===== src/xck_defs.vh =====
// Constants for the exception checker: register offsets, fields, codes
`ifndef XCK_DEFS_VH
`define XCK_DEFS_VH
// Register byte offsets
`define XCK_REG_CTRL      12'h000
`define XCK_REG_STATUS    12'h004
`define XCK_REG_CLEAR     12'h008
`define XCK_REG_ENABLE    12'h00c
`define XCK_REG_REASON    12'h010
`define XCK_REG_FAULTADDR 12'h014
`define XCK_REG_COUNT     12'h018
// Control bit positions
`define XCK_CTRL_ILL      0
`define XCK_CTRL_DIV      1
`define XCK_CTRL_MIS      2
`define XCK_CTRL_EXTRA    3
`define XCK_CTRL_RESET    4'hf
// Status bits: one per event
`define XCK_EV_ILL        0
`define XCK_EV_DIV        1
`define XCK_EV_MISD       2
`define XCK_EV_MIST       3
`define XCK_EV_W          4
// Reason codes written into the reason field
`define XCK_CODE_NONE     5'h00
`define XCK_CODE_MISD     5'h06
`define XCK_CODE_ILL      5'h05
`define XCK_CODE_MIST     5'h07
`define XCK_CODE_DIV      5'h08
// Access size encodings
`define XCK_SZ_BYTE       2'h0
`define XCK_SZ_HALF       2'h1
`define XCK_SZ_WORD       2'h2
// Divide operands for the signed overflow case
`define XCK_MOST_NEG      32'h80000000
`define XCK_MINUS_ONE     32'hffffffff
`endif


===== src/xck_align_chk.v =====
// Alignment checker for data and control-transfer target addresses
`timescale 1ns/100ps
`include "xck_defs.vh"
module xck_align_chk (
    input  wire [1:0] data_addr_lo,
    input  wire [1:0] data_size,
    input  wire       data_valid,
    input  wire [1:0] target_lo,
    input  wire       target_valid,
    output wire       data_misaligned,
    output wire       target_misaligned
);
    // Word needs both low bits clear, half needs bit 0 clear, byte never faults
    assign data_misaligned = data_valid &&
        (((data_size == `XCK_SZ_WORD) && (data_addr_lo != 2'h0)) ||        // [RULE_07]
         ((data_size == `XCK_SZ_HALF) && data_addr_lo[0]));                // [RULE_07] [RULE_08]
    // Transfer targets must be word aligned
    assign target_misaligned = target_valid && (target_lo != 2'h0);      // [RULE_09]
endmodule


===== src/xck_div_chk.v =====
// Divide fault checker: zero divisor and signed overflow
`timescale 1ns/100ps
`include "xck_defs.vh"
module xck_div_chk (
    input  wire        div_valid,
    input  wire        div_signed,
    input  wire [31:0] dividend,
    input  wire [31:0] divisor,
    output wire        div_fault
);
    wire zero_div;
    wire ovf;
    assign zero_div  = (divisor == 32'h00000000);                                // [RULE_04]
    assign ovf       = div_signed && (dividend == `XCK_MOST_NEG) && (divisor == `XCK_MINUS_ONE); // [RULE_05]
    assign div_fault = div_valid && (zero_div || ovf);                           // [RULE_04]
endmodule


===== src/xck_top.v =====
// Exception checker top: instruction checks, fault capture, APB registers
//
// Behaviour
// (RULE_01) Undefined opcode or extension raises illegal instruction when that check is on.
// (RULE_02) With MMU or MPU built in, illegal instruction checking is always on.
// (RULE_03) Divide checking exists only with hardware divide; otherwise never raised.
// (RULE_04) Division check flags results unfit for destination: zero divisor, signed overflow.
// (RULE_05) Most negative value divided by minus one raises division error.
// (RULE_06) Misalignment check examines data addresses and transfer targets when on.
// (RULE_07) Word access needs address multiple of four, half-word multiple of two.
// (RULE_08) Byte loads and stores never raise misaligned data exceptions.
// (RULE_09) Jump, call, register jump and return targets must be word aligned.
// (RULE_10) With MMU or MPU built in, misalignment exceptions are always generated.
// (RULE_11) With extra information on, non-break exceptions record a reason code.
// (RULE_12) With MMU or MPU built in, reason recording is always active.
// (RULE_13) Certain exceptions also capture the faulting instruction or data address.
// (RULE_14) A check neither enabled nor forced never traps; instruction completes.
//
// Decided for this implementation: the APB register port and the placing of the registers.
`timescale 1ns/100ps
`include "xck_defs.vh"
module xck_top #(
    parameter HAS_MMU      = 0,
    parameter HAS_MPU      = 0,
    parameter HAS_HW_DIV   = 1,
    parameter CFG_ILL      = 1,
    parameter CFG_DIV      = 1,
    parameter CFG_MIS      = 1,
    parameter CFG_EXTRA    = 1
) (
    input  wire        sys_clk,
    input  wire        srst,
    // Instruction stream from the execute stage
    input  wire        insn_valid,
    input  wire        insn_undefined,
    input  wire        insn_is_break,
    input  wire [31:0] insn_pc,
    // Load/store
    input  wire        mem_valid,
    input  wire [1:0]  mem_size,
    input  wire [31:0] mem_addr,
    // Control transfer
    input  wire        xfer_valid,
    input  wire [31:0] xfer_target,
    // Divide
    input  wire        div_valid,
    input  wire        div_signed,
    input  wire [31:0] div_dividend,
    input  wire [31:0] div_divisor,
    // To the exception sequencer
    output reg         exc_take,
    output reg  [4:0]  exc_reason,
    output reg  [31:0] exc_fault_addr,
    // APB slave
    input  wire        psel,
    input  wire        penable,
    input  wire        pwrite,
    input  wire [11:0] paddr,
    input  wire [31:0] pwdata,
    output reg  [31:0] prdata,
    output wire        pready,
    output wire        pslverr,
    output wire        irq
);
    ////////////////////////////////////////////////////////////////////////////
    // Check enables
    localparam FORCED = (HAS_MMU != 0) || (HAS_MPU != 0);

    reg  [3:0]  ctrl;
    reg  [`XCK_EV_W-1:0] status;
    reg  [`XCK_EV_W-1:0] irq_en;
    reg  [4:0]  reason;
    reg  [31:0] fault_addr;
    reg  [31:0] exc_count;

    wire ill_on;
    wire div_on;
    wire mis_on;
    wire extra_on;

    // Forced on by MMU/MPU, else build option and software enable
    assign ill_on   = FORCED || ((CFG_ILL != 0) && ctrl[`XCK_CTRL_ILL]);                   // [RULE_01] [RULE_02]
    // Divide is not among the forced checks: it needs the divider and its own option
    assign div_on   = (HAS_HW_DIV != 0) && (CFG_DIV != 0) && ctrl[`XCK_CTRL_DIV];          // [RULE_03] [RULE_14]
    assign mis_on   = FORCED || ((CFG_MIS != 0) && ctrl[`XCK_CTRL_MIS]);                   // [RULE_06] [RULE_10]
    assign extra_on = FORCED || ((CFG_EXTRA != 0) && ctrl[`XCK_CTRL_EXTRA]);               // [RULE_11] [RULE_12]

    ////////////////////////////////////////////////////////////////////////////
    // Checkers
    wire raw_misd;
    wire raw_mist;
    wire raw_div;

    xck_align_chk u_align (
        .data_addr_lo      (mem_addr[1:0]),
        .data_size         (mem_size),
        .data_valid        (mem_valid),
        .target_lo         (xfer_target[1:0]),
        .target_valid      (xfer_valid),
        .data_misaligned   (raw_misd),
        .target_misaligned (raw_mist)
    );

    xck_div_chk u_div (
        .div_valid (div_valid),
        .div_signed(div_signed),
        .dividend  (div_dividend),
        .divisor   (div_divisor),
        .div_fault (raw_div)
    );

    // Gated events; a disabled check raises nothing
    wire ev_ill;
    wire ev_div;
    wire ev_misd;
    wire ev_mist;
    wire any_ev;
    assign ev_ill  = insn_valid && insn_undefined && ill_on;   // [RULE_01] [RULE_14]
    assign ev_div  = raw_div && div_on;                        // [RULE_04] [RULE_14]
    assign ev_misd = raw_misd && mis_on;                       // [RULE_06] [RULE_14]
    assign ev_mist = raw_mist && mis_on;                       // [RULE_09] [RULE_14]
    assign any_ev  = ev_ill || ev_div || ev_misd || ev_mist;

    ////////////////////////////////////////////////////////////////////////////
    // Cause selection: illegal first, then divide, data, target
    reg  [4:0]  next_code;
    reg  [31:0] next_addr;
    reg         next_has_addr;
    always @* begin
        next_code     = `XCK_CODE_NONE;
        next_addr     = 32'h00000000;
        next_has_addr = 1'b0;
        if (ev_ill) begin
            next_code     = `XCK_CODE_ILL;
            next_addr     = insn_pc;
        end else if (ev_div) begin
            next_code     = `XCK_CODE_DIV;
        end else if (ev_misd) begin
            next_code     = `XCK_CODE_MISD;
            next_addr     = mem_addr;
            next_has_addr = 1'b1;
        end else if (ev_mist) begin
            next_code     = `XCK_CODE_MIST;
            next_addr     = xfer_target;
            next_has_addr = 1'b1;
        end
    end

    // Exception outputs and recorded cause
    always @(posedge sys_clk) begin
        if (srst) begin
            exc_take       <= 1'b0;
            exc_reason     <= `XCK_CODE_NONE;
            exc_fault_addr <= 32'h00000000;
            reason         <= `XCK_CODE_NONE;
            fault_addr     <= 32'h00000000;
            exc_count      <= 32'h00000000;
        end else begin
            exc_take <= any_ev;
            if (any_ev) begin
                exc_count <= exc_count + 32'h00000001;
                // Break exceptions leave the reason untouched
                if (extra_on && !insn_is_break) begin
                    reason     <= next_code;                   // [RULE_11]
                    exc_reason <= next_code;                   // [RULE_11]
                    if (next_has_addr) begin
                        fault_addr     <= next_addr;           // [RULE_13]
                        exc_fault_addr <= next_addr;           // [RULE_13]
                    end
                end
            end
        end
    end

    ////////////////////////////////////////////////////////////////////////////
    // APB slave: zero wait, unmapped reads zero with error
    wire apb_wr;
    wire apb_rd;
    wire mapped;
    wire [6:0] reg_sel;

    // One select bit per mapped offset, shared by writes, clears and errors
    function [6:0] reg_dec;
        input [11:0] a;
        begin
            case (a)
                `XCK_REG_CTRL:      reg_dec = 7'h01;
                `XCK_REG_STATUS:    reg_dec = 7'h02;
                `XCK_REG_CLEAR:     reg_dec = 7'h04;
                `XCK_REG_ENABLE:    reg_dec = 7'h08;
                `XCK_REG_REASON:    reg_dec = 7'h10;
                `XCK_REG_FAULTADDR: reg_dec = 7'h20;
                `XCK_REG_COUNT:     reg_dec = 7'h40;
                default:            reg_dec = 7'h00;
            endcase
        end
    endfunction

    assign pready  = 1'b1;
    assign apb_wr  = psel && penable && pwrite;
    assign apb_rd  = psel && !pwrite;
    assign reg_sel = reg_dec(paddr);
    assign mapped  = |reg_sel;
    assign pslverr = psel && penable && !mapped;

    // Control and interrupt enable registers
    always @(posedge sys_clk) begin
        if (srst) begin
            ctrl   <= `XCK_CTRL_RESET;
            irq_en <= {`XCK_EV_W{1'b0}};
        end else if (apb_wr) begin
            if (reg_sel[0])
                ctrl <= pwdata[3:0];
            if (reg_sel[3])
                irq_en <= pwdata[`XCK_EV_W-1:0];
        end
    end

    // Sticky status; a new event wins over a clear in the same cycle
    wire [`XCK_EV_W-1:0] ev_vec;
    wire [`XCK_EV_W-1:0] clr_vec;
    assign ev_vec  = {ev_mist, ev_misd, ev_div, ev_ill};
    assign clr_vec = (apb_wr && reg_sel[2]) ? pwdata[`XCK_EV_W-1:0] : {`XCK_EV_W{1'b0}};
    always @(posedge sys_clk) begin
        if (srst)
            status <= {`XCK_EV_W{1'b0}};
        else
            status <= (status & ~clr_vec) | ev_vec;
    end

    assign irq = |(status & irq_en);

    // Read data registered in the setup phase
    always @(posedge sys_clk) begin
        if (srst) begin
            prdata <= 32'h00000000;
        end else if (apb_rd && !penable) begin
            case (paddr)
                `XCK_REG_CTRL:      prdata <= {28'h0000000, ctrl};
                `XCK_REG_STATUS:    prdata <= {{(32-`XCK_EV_W){1'b0}}, status};
                `XCK_REG_ENABLE:    prdata <= {{(32-`XCK_EV_W){1'b0}}, irq_en};
                `XCK_REG_REASON:    prdata <= {27'h0000000, reason};
                `XCK_REG_FAULTADDR: prdata <= fault_addr;
                `XCK_REG_COUNT:     prdata <= exc_count;
                default:            prdata <= 32'h00000000;
            endcase
        end
    end
endmodule


===== config.mk =====
export PLATFORM = sky130hd
export DESIGN_NAME = xck_top
export DESIGN_NICKNAME = d
export VERILOG_FILES = /design/src/xck_align_chk.v /design/src/xck_div_chk.v /design/src/xck_top.v
export VERILOG_INCLUDE_DIRS = /design/src /design/src/src
export SDC_FILE = /design/constraint.sdc
export NUM_CORES = 1
export LEC_CHECK = 0
export BUFFER_PORTS_ARGS = -buffer_cell sky130_fd_sc_hd__buf_2
export CAP_MARGIN = 25
export CELL_PAD_IN_SITES_DETAIL_PLACEMENT = 0
export CELL_PAD_IN_SITES_GLOBAL_PLACEMENT = 2
export CORE_MARGIN = 3
export CORE_UTILIZATION = 26
export CTS_CLUSTER_DIAMETER = 100
export CTS_CLUSTER_SIZE = 20
export DETAILED_ROUTE_END_ITERATION = 8
export HOLD_SLACK_MARGIN = 0.08
export PLACE_DENSITY = 0.83
export SYNTH_ARGS = -nofsm -noshare
export SYNTH_HDL_FRONTEND = slang
export SYNTH_SLANG_ARGS = --single-unit
export TNS_END_PERCENT = 10

===== constraint.sdc =====
create_clock -name sys_clk -period 2.7 [get_ports sys_clk]
set_input_delay 0 -clock sys_clk [delete_from_list [all_inputs] [get_ports sys_clk]]
set_output_delay 0 -clock sys_clk [all_outputs]
set_load 0.01 [all_outputs]

==> flow_summary.ini, run 1 <==
[yosys]
ys.warnings.count = 0
async_flop_share_pct = 0
syn_inst = 795
synth-main-ff-cell = dfxtp_1
ys_types = 53
synth_top_area_share_pct = 34.7
syn-num-nets = 1014
yosys-top-cells-area = dfxtp_1 (35%), mux2_2 (9.7%), nor2_1 (6.8%), nor2b_1 (6.0%), a311oi_1 (4.8%)
ys_seq_area_share_pct = 34.7
synth_edf_count = 0
synth_top_cell_by_area = dfxtp_1
syn_area_sq_mm = 0.00652
syn_area_per_cell_sq_um = 8.21
ys_seq_elements = 113

[setup_path]
cp-start-kind = register
arrival_ns = 2.73
required_ns = 3.00
cp_max_fo = 8
critPathLaunch = ctrl[1]
cp-end-kind = register
critical_path_class = register to register
r2r_start = ctrl[1]

[detailed_routing]
routed_wl_mm = 23.5
vias_per_cell = 4.99
drtIter0Drc = 308
routedWlPerCell_microns = 17.1
ant_nets = 0
route.detailed.drc = 0
dr.pass1.iters = 4
num_vias = 6840

[floorplanning]
rows = 57
die_y_microns = 164
fp.dieW_microns = 164
die-area_sq_mm = 0.0270
coreArea_sq_mm = 0.0245
start_util_pct = 26.7
io_pins = 291

[clock_network]
cts_tree = done
cts.htree.levels = 4
cts_made_buffers = 17
cts.clk_slew.worst_paths_ns = 0.06
clock_sinks = 113
clockBufferDepth = 2
clk_root_buffer_cell = clkbuf_16
cts_setup_buffers = 0
clk_latency_ns = 0.41

[placement]
pre_cts_slack_ns = 0.109
port_buffers = 260
dp_hpwl_mm = 17.3
dpl.cell_count = 1331
gp_congestion = 0.796

[sta]
layout_setup_ws_ns = 0.267
worstMarginPinSlew_ns = 0.816
max-slew-margin-rel_pct = 45.6
setup_viol = 0
min_period_over_period_pct = 90.1
fin_crit_ns = 2.43
hold_viol_final = 0
rsz0062_at_grt = false
skew_ns = 0.00839
fmax_ghz = 0.411
maxSlewViolCount = 0
final.setup.tns_ns = 0

[power_and_ir_drop]
p_leak_nw = 3.61
total_power_mw = 4.72
p_per_area_mw_per_mm2 = 531
max-vdd-ir-drop_mv = 0.436

[global_route]
grt_pass1_wl_mm = 36.1
grt_antenna_before_repair = 0
track_usage_pct = 16.9
grt_max_degree = 72
grt_pass1_vias = 6594
grt_overflow = 0

[cells_and_area]
mostFrequentLayoutCells = buf_2 (259), nor2_1 (118), dfxtp_1 (113)
nets = 1252
fin_cells = 1371
drive_gt1_share_pct = 36.5
layout_commonest_cell = buf_2
synthToLayoutAreaGrowth_pct = 36.1

[worst_hold_path]
min_path_type = input port to register
worstHoldStart = mem_addr[17]

[run_status]
status = complete, no violations

[flow_run]
max-cap-violations = 0
[cell usage after synthesis, types with 8 or more instances]
library cell,instances
nand4_1,25
dfxtp_1,113
a22oi_1,34
a211oi_1,38
mux2i_1,8
nor2_1,118
nor4_1,18
a311oi_1,36
a21oi_1,17
nand3_1,54
nor2b_1,63
mux2_2,56
clkbuf_1,55
o21ai_0,8
nand2_1,52
[report_power, final]
| group | switching [mW] | internal, mW |
|---|---|---|
| registers | 0.0484 | 1.73 |
| logic | 0.341 | 0.275 |
| clock network | 0.810 | 1.52 |
| total | 1.20 | 3.52 |
[repair_timing]
item | in CTS | in global routing
resized for setup | 0 | 1
hold buffers | 7 | 0
setup endpoints to repair | 0 | 2
hold endpoints to repair | 15 | 0
[area by class of cell]
class                           instances  area, sq um
Inverter                                6         22.5
Timing Repair Buffer                  289         1590
Antenna cell                            1         2.50
Clock buffer                           22          474
Clock inverter                         10          131
Tap cell                              324          405
Fill cell                            2586        15600
Multi-Input combinational cell        606         3990
Sequential cell                       113         2260
[cells by family after synthesis]
kind of cell / count (synthesis) / synth area share [%]
AOI/OAI and AO/OA: 164 / 20.1
and+or+nand+nor: 369 / 28.3
other: 2 / 0.115
adders and majority gates: 1 / 0.192
DFF: 113 / 34.7
muxes: 70 / 11.9
buffers and inverters: 76 / 4.72
[critical path, cell delays in order (launching register included)]
cell	delay, ns
dfxtp_1	0.38
nand2_1	0.11
nor3_1	0.22
nand2_1	0.14
o41a_4	0.60
a2111oi_0	0.48
mux2_2	0.38
[final timing paths]
path | end | slack (ns) | cells after the start
setup / recovery | exc_count[16] | 0.27 | 6
setup reg to reg | exc_count[16] | 0.27 | 6
hold reg to reg | ctrl[3] | 0.49 | 1
hold / removal | fault_addr[17] | 0.10 | 4
[per-stage QoR]
stage          hold slack (ns)  util (%)  cell area [sq um]
5_1_grt                  0.106      36.3               8880
2_1_floorplan           0.0905         -               6520
3_5_place_dp             0.268      33.5               8190
3_3_place_gp             0.257      33.5               8190
6_report                 0.101      36.3               8880
4_1_cts                 0.0873      36.3               8870
[state kept, by name, indices dropped and copies added (netlist names)]
register and flops:
reason 4, status 4, exc_count 32, prdata 32
exc_take 1, fault_addr 32, ctrl 4, irq_en 4
[metal layers]
metal | track usage (%) | part of all wire, % | vias up | wire length (microns)
met5 | 0 | 0 | - | 0
met4 | 3.85 | 0.93 | 0 | 218
met3 | 4.64 | 7.3 | 16 | 1710
met2 | 26.7 | 46 | 227 | 10700
met1 | 23.1 | 46 | 3155 | 10800
li1 | - | - | 3442 | -
Power figures use the tool's default switching activity.
==> inputs of run 2 (changes only) <==
--- a/config.mk
+++ b/config.mk
@@ -16,7 +16,7 @@
 export CTS_CLUSTER_SIZE = 20
 export DETAILED_ROUTE_END_ITERATION = 8
 export HOLD_SLACK_MARGIN = 0.08
-export PLACE_DENSITY = 0.83
+export PLACE_DENSITY = 0.87
 export SYNTH_ARGS = -nofsm -noshare
 export SYNTH_HDL_FRONTEND = slang
 export SYNTH_SLANG_ARGS = --single-unit
==> flow_summary.ini, run 2 (same netlist as run 1, synthesis figures left out) <==
[setup_path]
crit_end = exc_count[16]
critPathBufInv = 0
path_delay_family = compound AO/OA/AOI/OAI gates
critical_path_class = register to register
ff2ff_path_depth = 6
max_stage_delay_ns = 0.62
required_ns = 3.00
cp.depth = 6
worstPathCellList = nand2_1, nor3_1, nand2_1, o41a_4, a2111oi_0, mux2_2
r2r_start = ctrl[1]
slowest_stage = o41a_4
cp-start-kind = register
crit_path_frequent_cell = nand2_1
arrival_ns = 2.79
rrSetupSlack_ns = 0.22
cp-end-kind = register
cp_max_fo = 11
r2r-end = exc_count[16]
critPathLaunch = ctrl[1]

[run_status]
status = complete, no violations

[power_and_ir_drop]
p_per_area_mw_per_mm2 = 517
max-vdd-ir-drop_mv = 0.408
p_leak_nw = 3.61
total_power_mw = 4.61

[placement]
placed_area_sq_mm = 0.00820
dp_hpwl_mm = 16.9
dpl.cell_count = 1333
gp_congestion = 0.809
port_buffers = 260

[sta]
worstMarginPinSlew_ns = 0.805
final.setup.tns_ns = 0
max-slew-margin-rel_pct = 46.3
hold_viol_final = 0
min_period_over_period_pct = 91.9
skew_ns = 0.0120
setup_viol = 0
fmax_ghz = 0.403
maxSlewViolCount = 0
fin_crit_ns = 2.48
rsz0062_at_grt = false

[cells_and_area]
mostFrequentLayoutCells = buf_2 (259), nor2_1 (118), dfxtp_1 (113)
stdcell_area_sq_mm = 0.00891
fin_cells = 1376
top_regs = exc_count: 32 flops, fault_addr: 32 flops, prdata: 32 flops
synthToLayoutAreaGrowth_pct = 36.6
nets = 1257
layout_commonest_cell = buf_2
drive_gt1_share_pct = 36.8

[floorplanning]
io_pins = 291
coreArea_sq_mm = 0.0245
rows = 57
die-area_sq_mm = 0.0270
start_util_pct = 26.7
die_y_microns = 164
fp.dieW_microns = 164

[global_route]
grt_pass1_wl_mm = 35.9
grt_antenna_before_repair = 0
grt_overflow = 0
track_usage_pct = 16.7
grt_pass1_vias = 6788
grt_max_degree = 177

[worst_hold_path]
worstHoldPathCells = 4
min_path_type = input port to register

[clock_network]
clock_sinks = 113
cts_setup_buffers = 0
clk_root_buffer_cell = clkbuf_16
cts_made_buffers = 17
clockBufferDepth = 2
cts_tree = done
cts.htree.levels = 4
clk_latency_ns = 0.42
cts.clk_slew.worst_paths_ns = 0.06

[detailed_routing]
vias_per_cell = 5.02
dr.pass1.iters = 5
ant_nets = 0
routed_wl_mm = 22.9
num_vias = 6905
routedWlPerCell_microns = 16.6
route.detailed.drc = 0
drtIter0Drc = 348

[flow_run]
max-cap-violations = 0
## run 2: worst min-delay path by stage
stage	startpoint	to	slack (ns)
after floorplan	penable	pslverr	0.09
after global placement	pwdata[0]	irq_en[0]	0.26
after detailed placement	pwdata[0]	irq_en[0]	0.26
after CTS	mem_addr[7]	fault_addr[7]	0.09
after global routing	mem_addr[31]	fault_addr[31]	0.11
final	mem_addr[2]	fault_addr[2]	0.10
## run 2: cell type report
| class | count | area, sq um |
|---|---|---|
| clock inverter | 15 | 159 |
| tap | 324 | 405 |
| fill | 2521 | 15600 |
| antenna | 1 | 2.50 |
| timing repair buffer | 294 | 1640 |
| multi-input combinational | 606 | 3990 |
| clock buffer | 17 | 425 |
| sequential | 113 | 2260 |
| inverter | 6 | 22.5 |
## run 2: stage by stage
stage               setup slack (ns)  hold WS [ns]  util (%)
CTS                           0.0712        0.0893      36.3
detailed placement            0.0144         0.263      33.5
finish                         0.218         0.104      36.4
global placement              0.0536         0.255      33.5
floorplan                      0.442        0.0905         -
global route                  0.0263         0.110      36.4
## run 2: timing repair
| item | CTS | global route |
|---|---|---|
| hold buffers | 9 | 0 |
| hold endpoints to repair | 16 | 0 |
| setup endpoints to repair | 0 | 9 |
| resized for setup | 0 | 1 |
## run 2: where the power goes
part / internal [mW] / switching (mW)
combinational: 0.285 / 0.339
clock: 1.36 / 0.849
sequential: 1.73 / 0.0474
## run 2: layer usage
metal | wire [microns] | GRT usage (%) | vias to the layer above | part of all wire [%]
met3 | 1700 | 4.64 | 16 | 7.4
met4 | 246 | 4.16 | 0 | 1.1
li1 | - | - | 3455 | -
met1 | 10600 | 22.4 | 3201 | 46
met5 | 0 | 0 | - | 0
met2 | 10400 | 26.4 | 233 | 45
## run 2: tightest hold or removal path, stage by stage
cell,delay [ns]
buf_2,0.10
nand2_1,0.04
a311oi_1,0.08
mux2_2,0.25
==> inputs of run 3 (changes only) <==
--- a/config.mk
+++ b/config.mk
@@ -6,17 +6,17 @@
 export SDC_FILE = /design/constraint.sdc
 export NUM_CORES = 1
 export LEC_CHECK = 0
-export BUFFER_PORTS_ARGS = -buffer_cell sky130_fd_sc_hd__buf_2
 export CAP_MARGIN = 25
 export CELL_PAD_IN_SITES_DETAIL_PLACEMENT = 0
 export CELL_PAD_IN_SITES_GLOBAL_PLACEMENT = 2
 export CORE_MARGIN = 3
-export CORE_UTILIZATION = 26
+export CORE_UTILIZATION = 35
 export CTS_CLUSTER_DIAMETER = 100
 export CTS_CLUSTER_SIZE = 20
 export DETAILED_ROUTE_END_ITERATION = 8
+export DONT_BUFFER_PORTS = 1
 export HOLD_SLACK_MARGIN = 0.08
-export PLACE_DENSITY = 0.87
+export PLACE_DENSITY = 0.86
 export SYNTH_ARGS = -nofsm -noshare
 export SYNTH_HDL_FRONTEND = slang
 export SYNTH_SLANG_ARGS = --single-unit
==> flow_summary.ini, run 3 (same netlist as run 1, synthesis figures left out) <==
[power_and_ir_drop]
p_leak_nw = 2.99
total_power_mw = 4.54
max-vdd-ir-drop_mv = 0.434
p_per_area_mw_per_mm2 = 537

[floorplanning]
rows = 49
io_pins = 291
fp.dieW_microns = 143
die-area_sq_mm = 0.0203
coreArea_sq_mm = 0.0181
die_y_microns = 143
start_util_pct = 35.9

[setup_path]
max_stage_delay_ns = 0.51
critical_path_class = register to register
worstPathCellList = nand2_1, nor3_1, nand2_1, o41a_1, buf_12, a2111oi_0, mux2_2
cp-start-kind = register
rrSetupSlack_ns = 0.18
ff2ff_path_depth = 7
slowest_stage = a2111oi_0
r2r-end = exc_count[14]
required_ns = 3.00
crit_path_frequent_cell = nand2_1
r2r_start = ctrl[1]
cp_max_fo = 34
arrival_ns = 2.82
cp-end-kind = register

[clock_network]
clock_sinks = 113
cts_tree = done
clk_latency_ns = 0.41
cts_made_buffers = 17
cts.clk_slew.worst_paths_ns = 0.06
clockBufferDepth = 2
clk_root_buffer_cell = clkbuf_16
cts_setup_buffers = 0
cts.htree.levels = 4

[detailed_routing]
route.detailed.drc = 0
vias_per_cell = 5.90
routed_wl_mm = 22.0
routedWlPerCell_microns = 19.8
num_vias = 6566
drtIter0Drc = 380
dr.pass1.iters = 5
ant_nets = 0

[cells_and_area]
drive_gt1_share_pct = 13.6
nets = 1090
multi_input_area_sq_mm = 0.00399
mostFrequentLayoutCells = nor2_1 (118), dfxtp_1 (113), dlygate4sd3_1 (109)
stdcell_area_sq_mm = 0.00845
final_util_pct = 46.6
diodes = 0
synthToLayoutAreaGrowth_pct = 29.6
top_regs = exc_count: 32 flops, fault_addr: 32 flops, prdata: 32 flops
seq_area_sq_mm = 0.00226
layout_commonest_cell = nor2_1
nFillCells = 1748

[global_route]
grt_pass1_wl_mm = 33.8
grt_overflow = 0
grt_antenna_before_repair = 0
grt_pass1_vias = 6467
grt_max_degree = 150
track_usage_pct = 21.0

[sta]
setup_viol = 0
final.setup.tns_ns = 0
worstMarginPinSlew_ns = 0.646
min_period_over_period_pct = 93.5
max-slew-margin-rel_pct = 57.0
fin_crit_ns = 2.52
maxSlewViolCount = 0
skew_ns = 0.00749
hold_viol_final = 0
fmax_ghz = 0.396
rsz0062_at_grt = false

[placement]
gp_congestion = 0.860
port_buffers = 0
dp_hpwl_mm = 15.0
placed_area_sq_mm = 0.00673

[flow_run]
max-cap-violations = 0

[worst_hold_path]
worstHoldStart = insn_pc[29]
worstHoldPathCells = 3
min_to = fault_addr[29]
min_path_type = input port to register

[run_status]
status = complete, no violations
run 3: per-layer routing:
layer  track usage, %  up-vias  wire length (microns)
li1                 -     3118                      -
met2             36.0      276                  10900
met3             6.42       29                   1770
met5                0        -                      0
met4             6.00        0                    367
met1             25.4     3143                   9010
run 3: stage by stage:
stage	cells	setup slack, ns	hold slack (ns)
floorplan	795	0.442	0.0905
global placement	971	0.261	0.0937
detailed placement	971	0.111	0.0923
CTS	1114	0.0247	0.0838
global route	1113	0.0425	0.117
finish	1113	0.177	0.0937
run 3: layout make-up:
type	count	area share, %
clock inverter	14	1.84
sequential	113	26.8
inverter	6	0.266
timing repair buffer	127	15.3
multi-input combinational	606	47.2
tap	229	3.39
clock buffer	18	5.20
run 3: timing repair:
item / 4_1_cts / 5_1_grt
hold endpoints to repair: 113 / 0
endpoints found under the setup margin: 0 / 1
hold buffers: 111 / 0
gates resized for setup: 0 / 1
run 3: power by group:
group	internal, mW	switching, mW
Clock	1.39	0.848
Combinational	0.249	0.237
Sequential	1.73	0.0841
run 3: how the worst max path moves through the flow:
stage	from	endpoint	cells after the start	slack, ns
after floorplan	exc_count[3]	exc_count[27]	7	0.44
after global placement	div_dividend[0]	exc_count[14]	7	0.26
after detailed placement	div_dividend[0]	exc_count[14]	7	0.11
after CTS	div_dividend[8]	reason[3]	8	0.02
after global routing	ctrl[1]	exc_count[14]	7	0.04
final	ctrl[1]	exc_count[14]	7	0.18
run 3: worst max-delay path, delay by kind of cell (launching register included):
kind | cells | cell delay, ns
compound gates | 2 | 0.98
simple gates | 3 | 0.45
mux | 1 | 0.39
flops | 1 | 0.37
buf+inv | 1 | 0.20
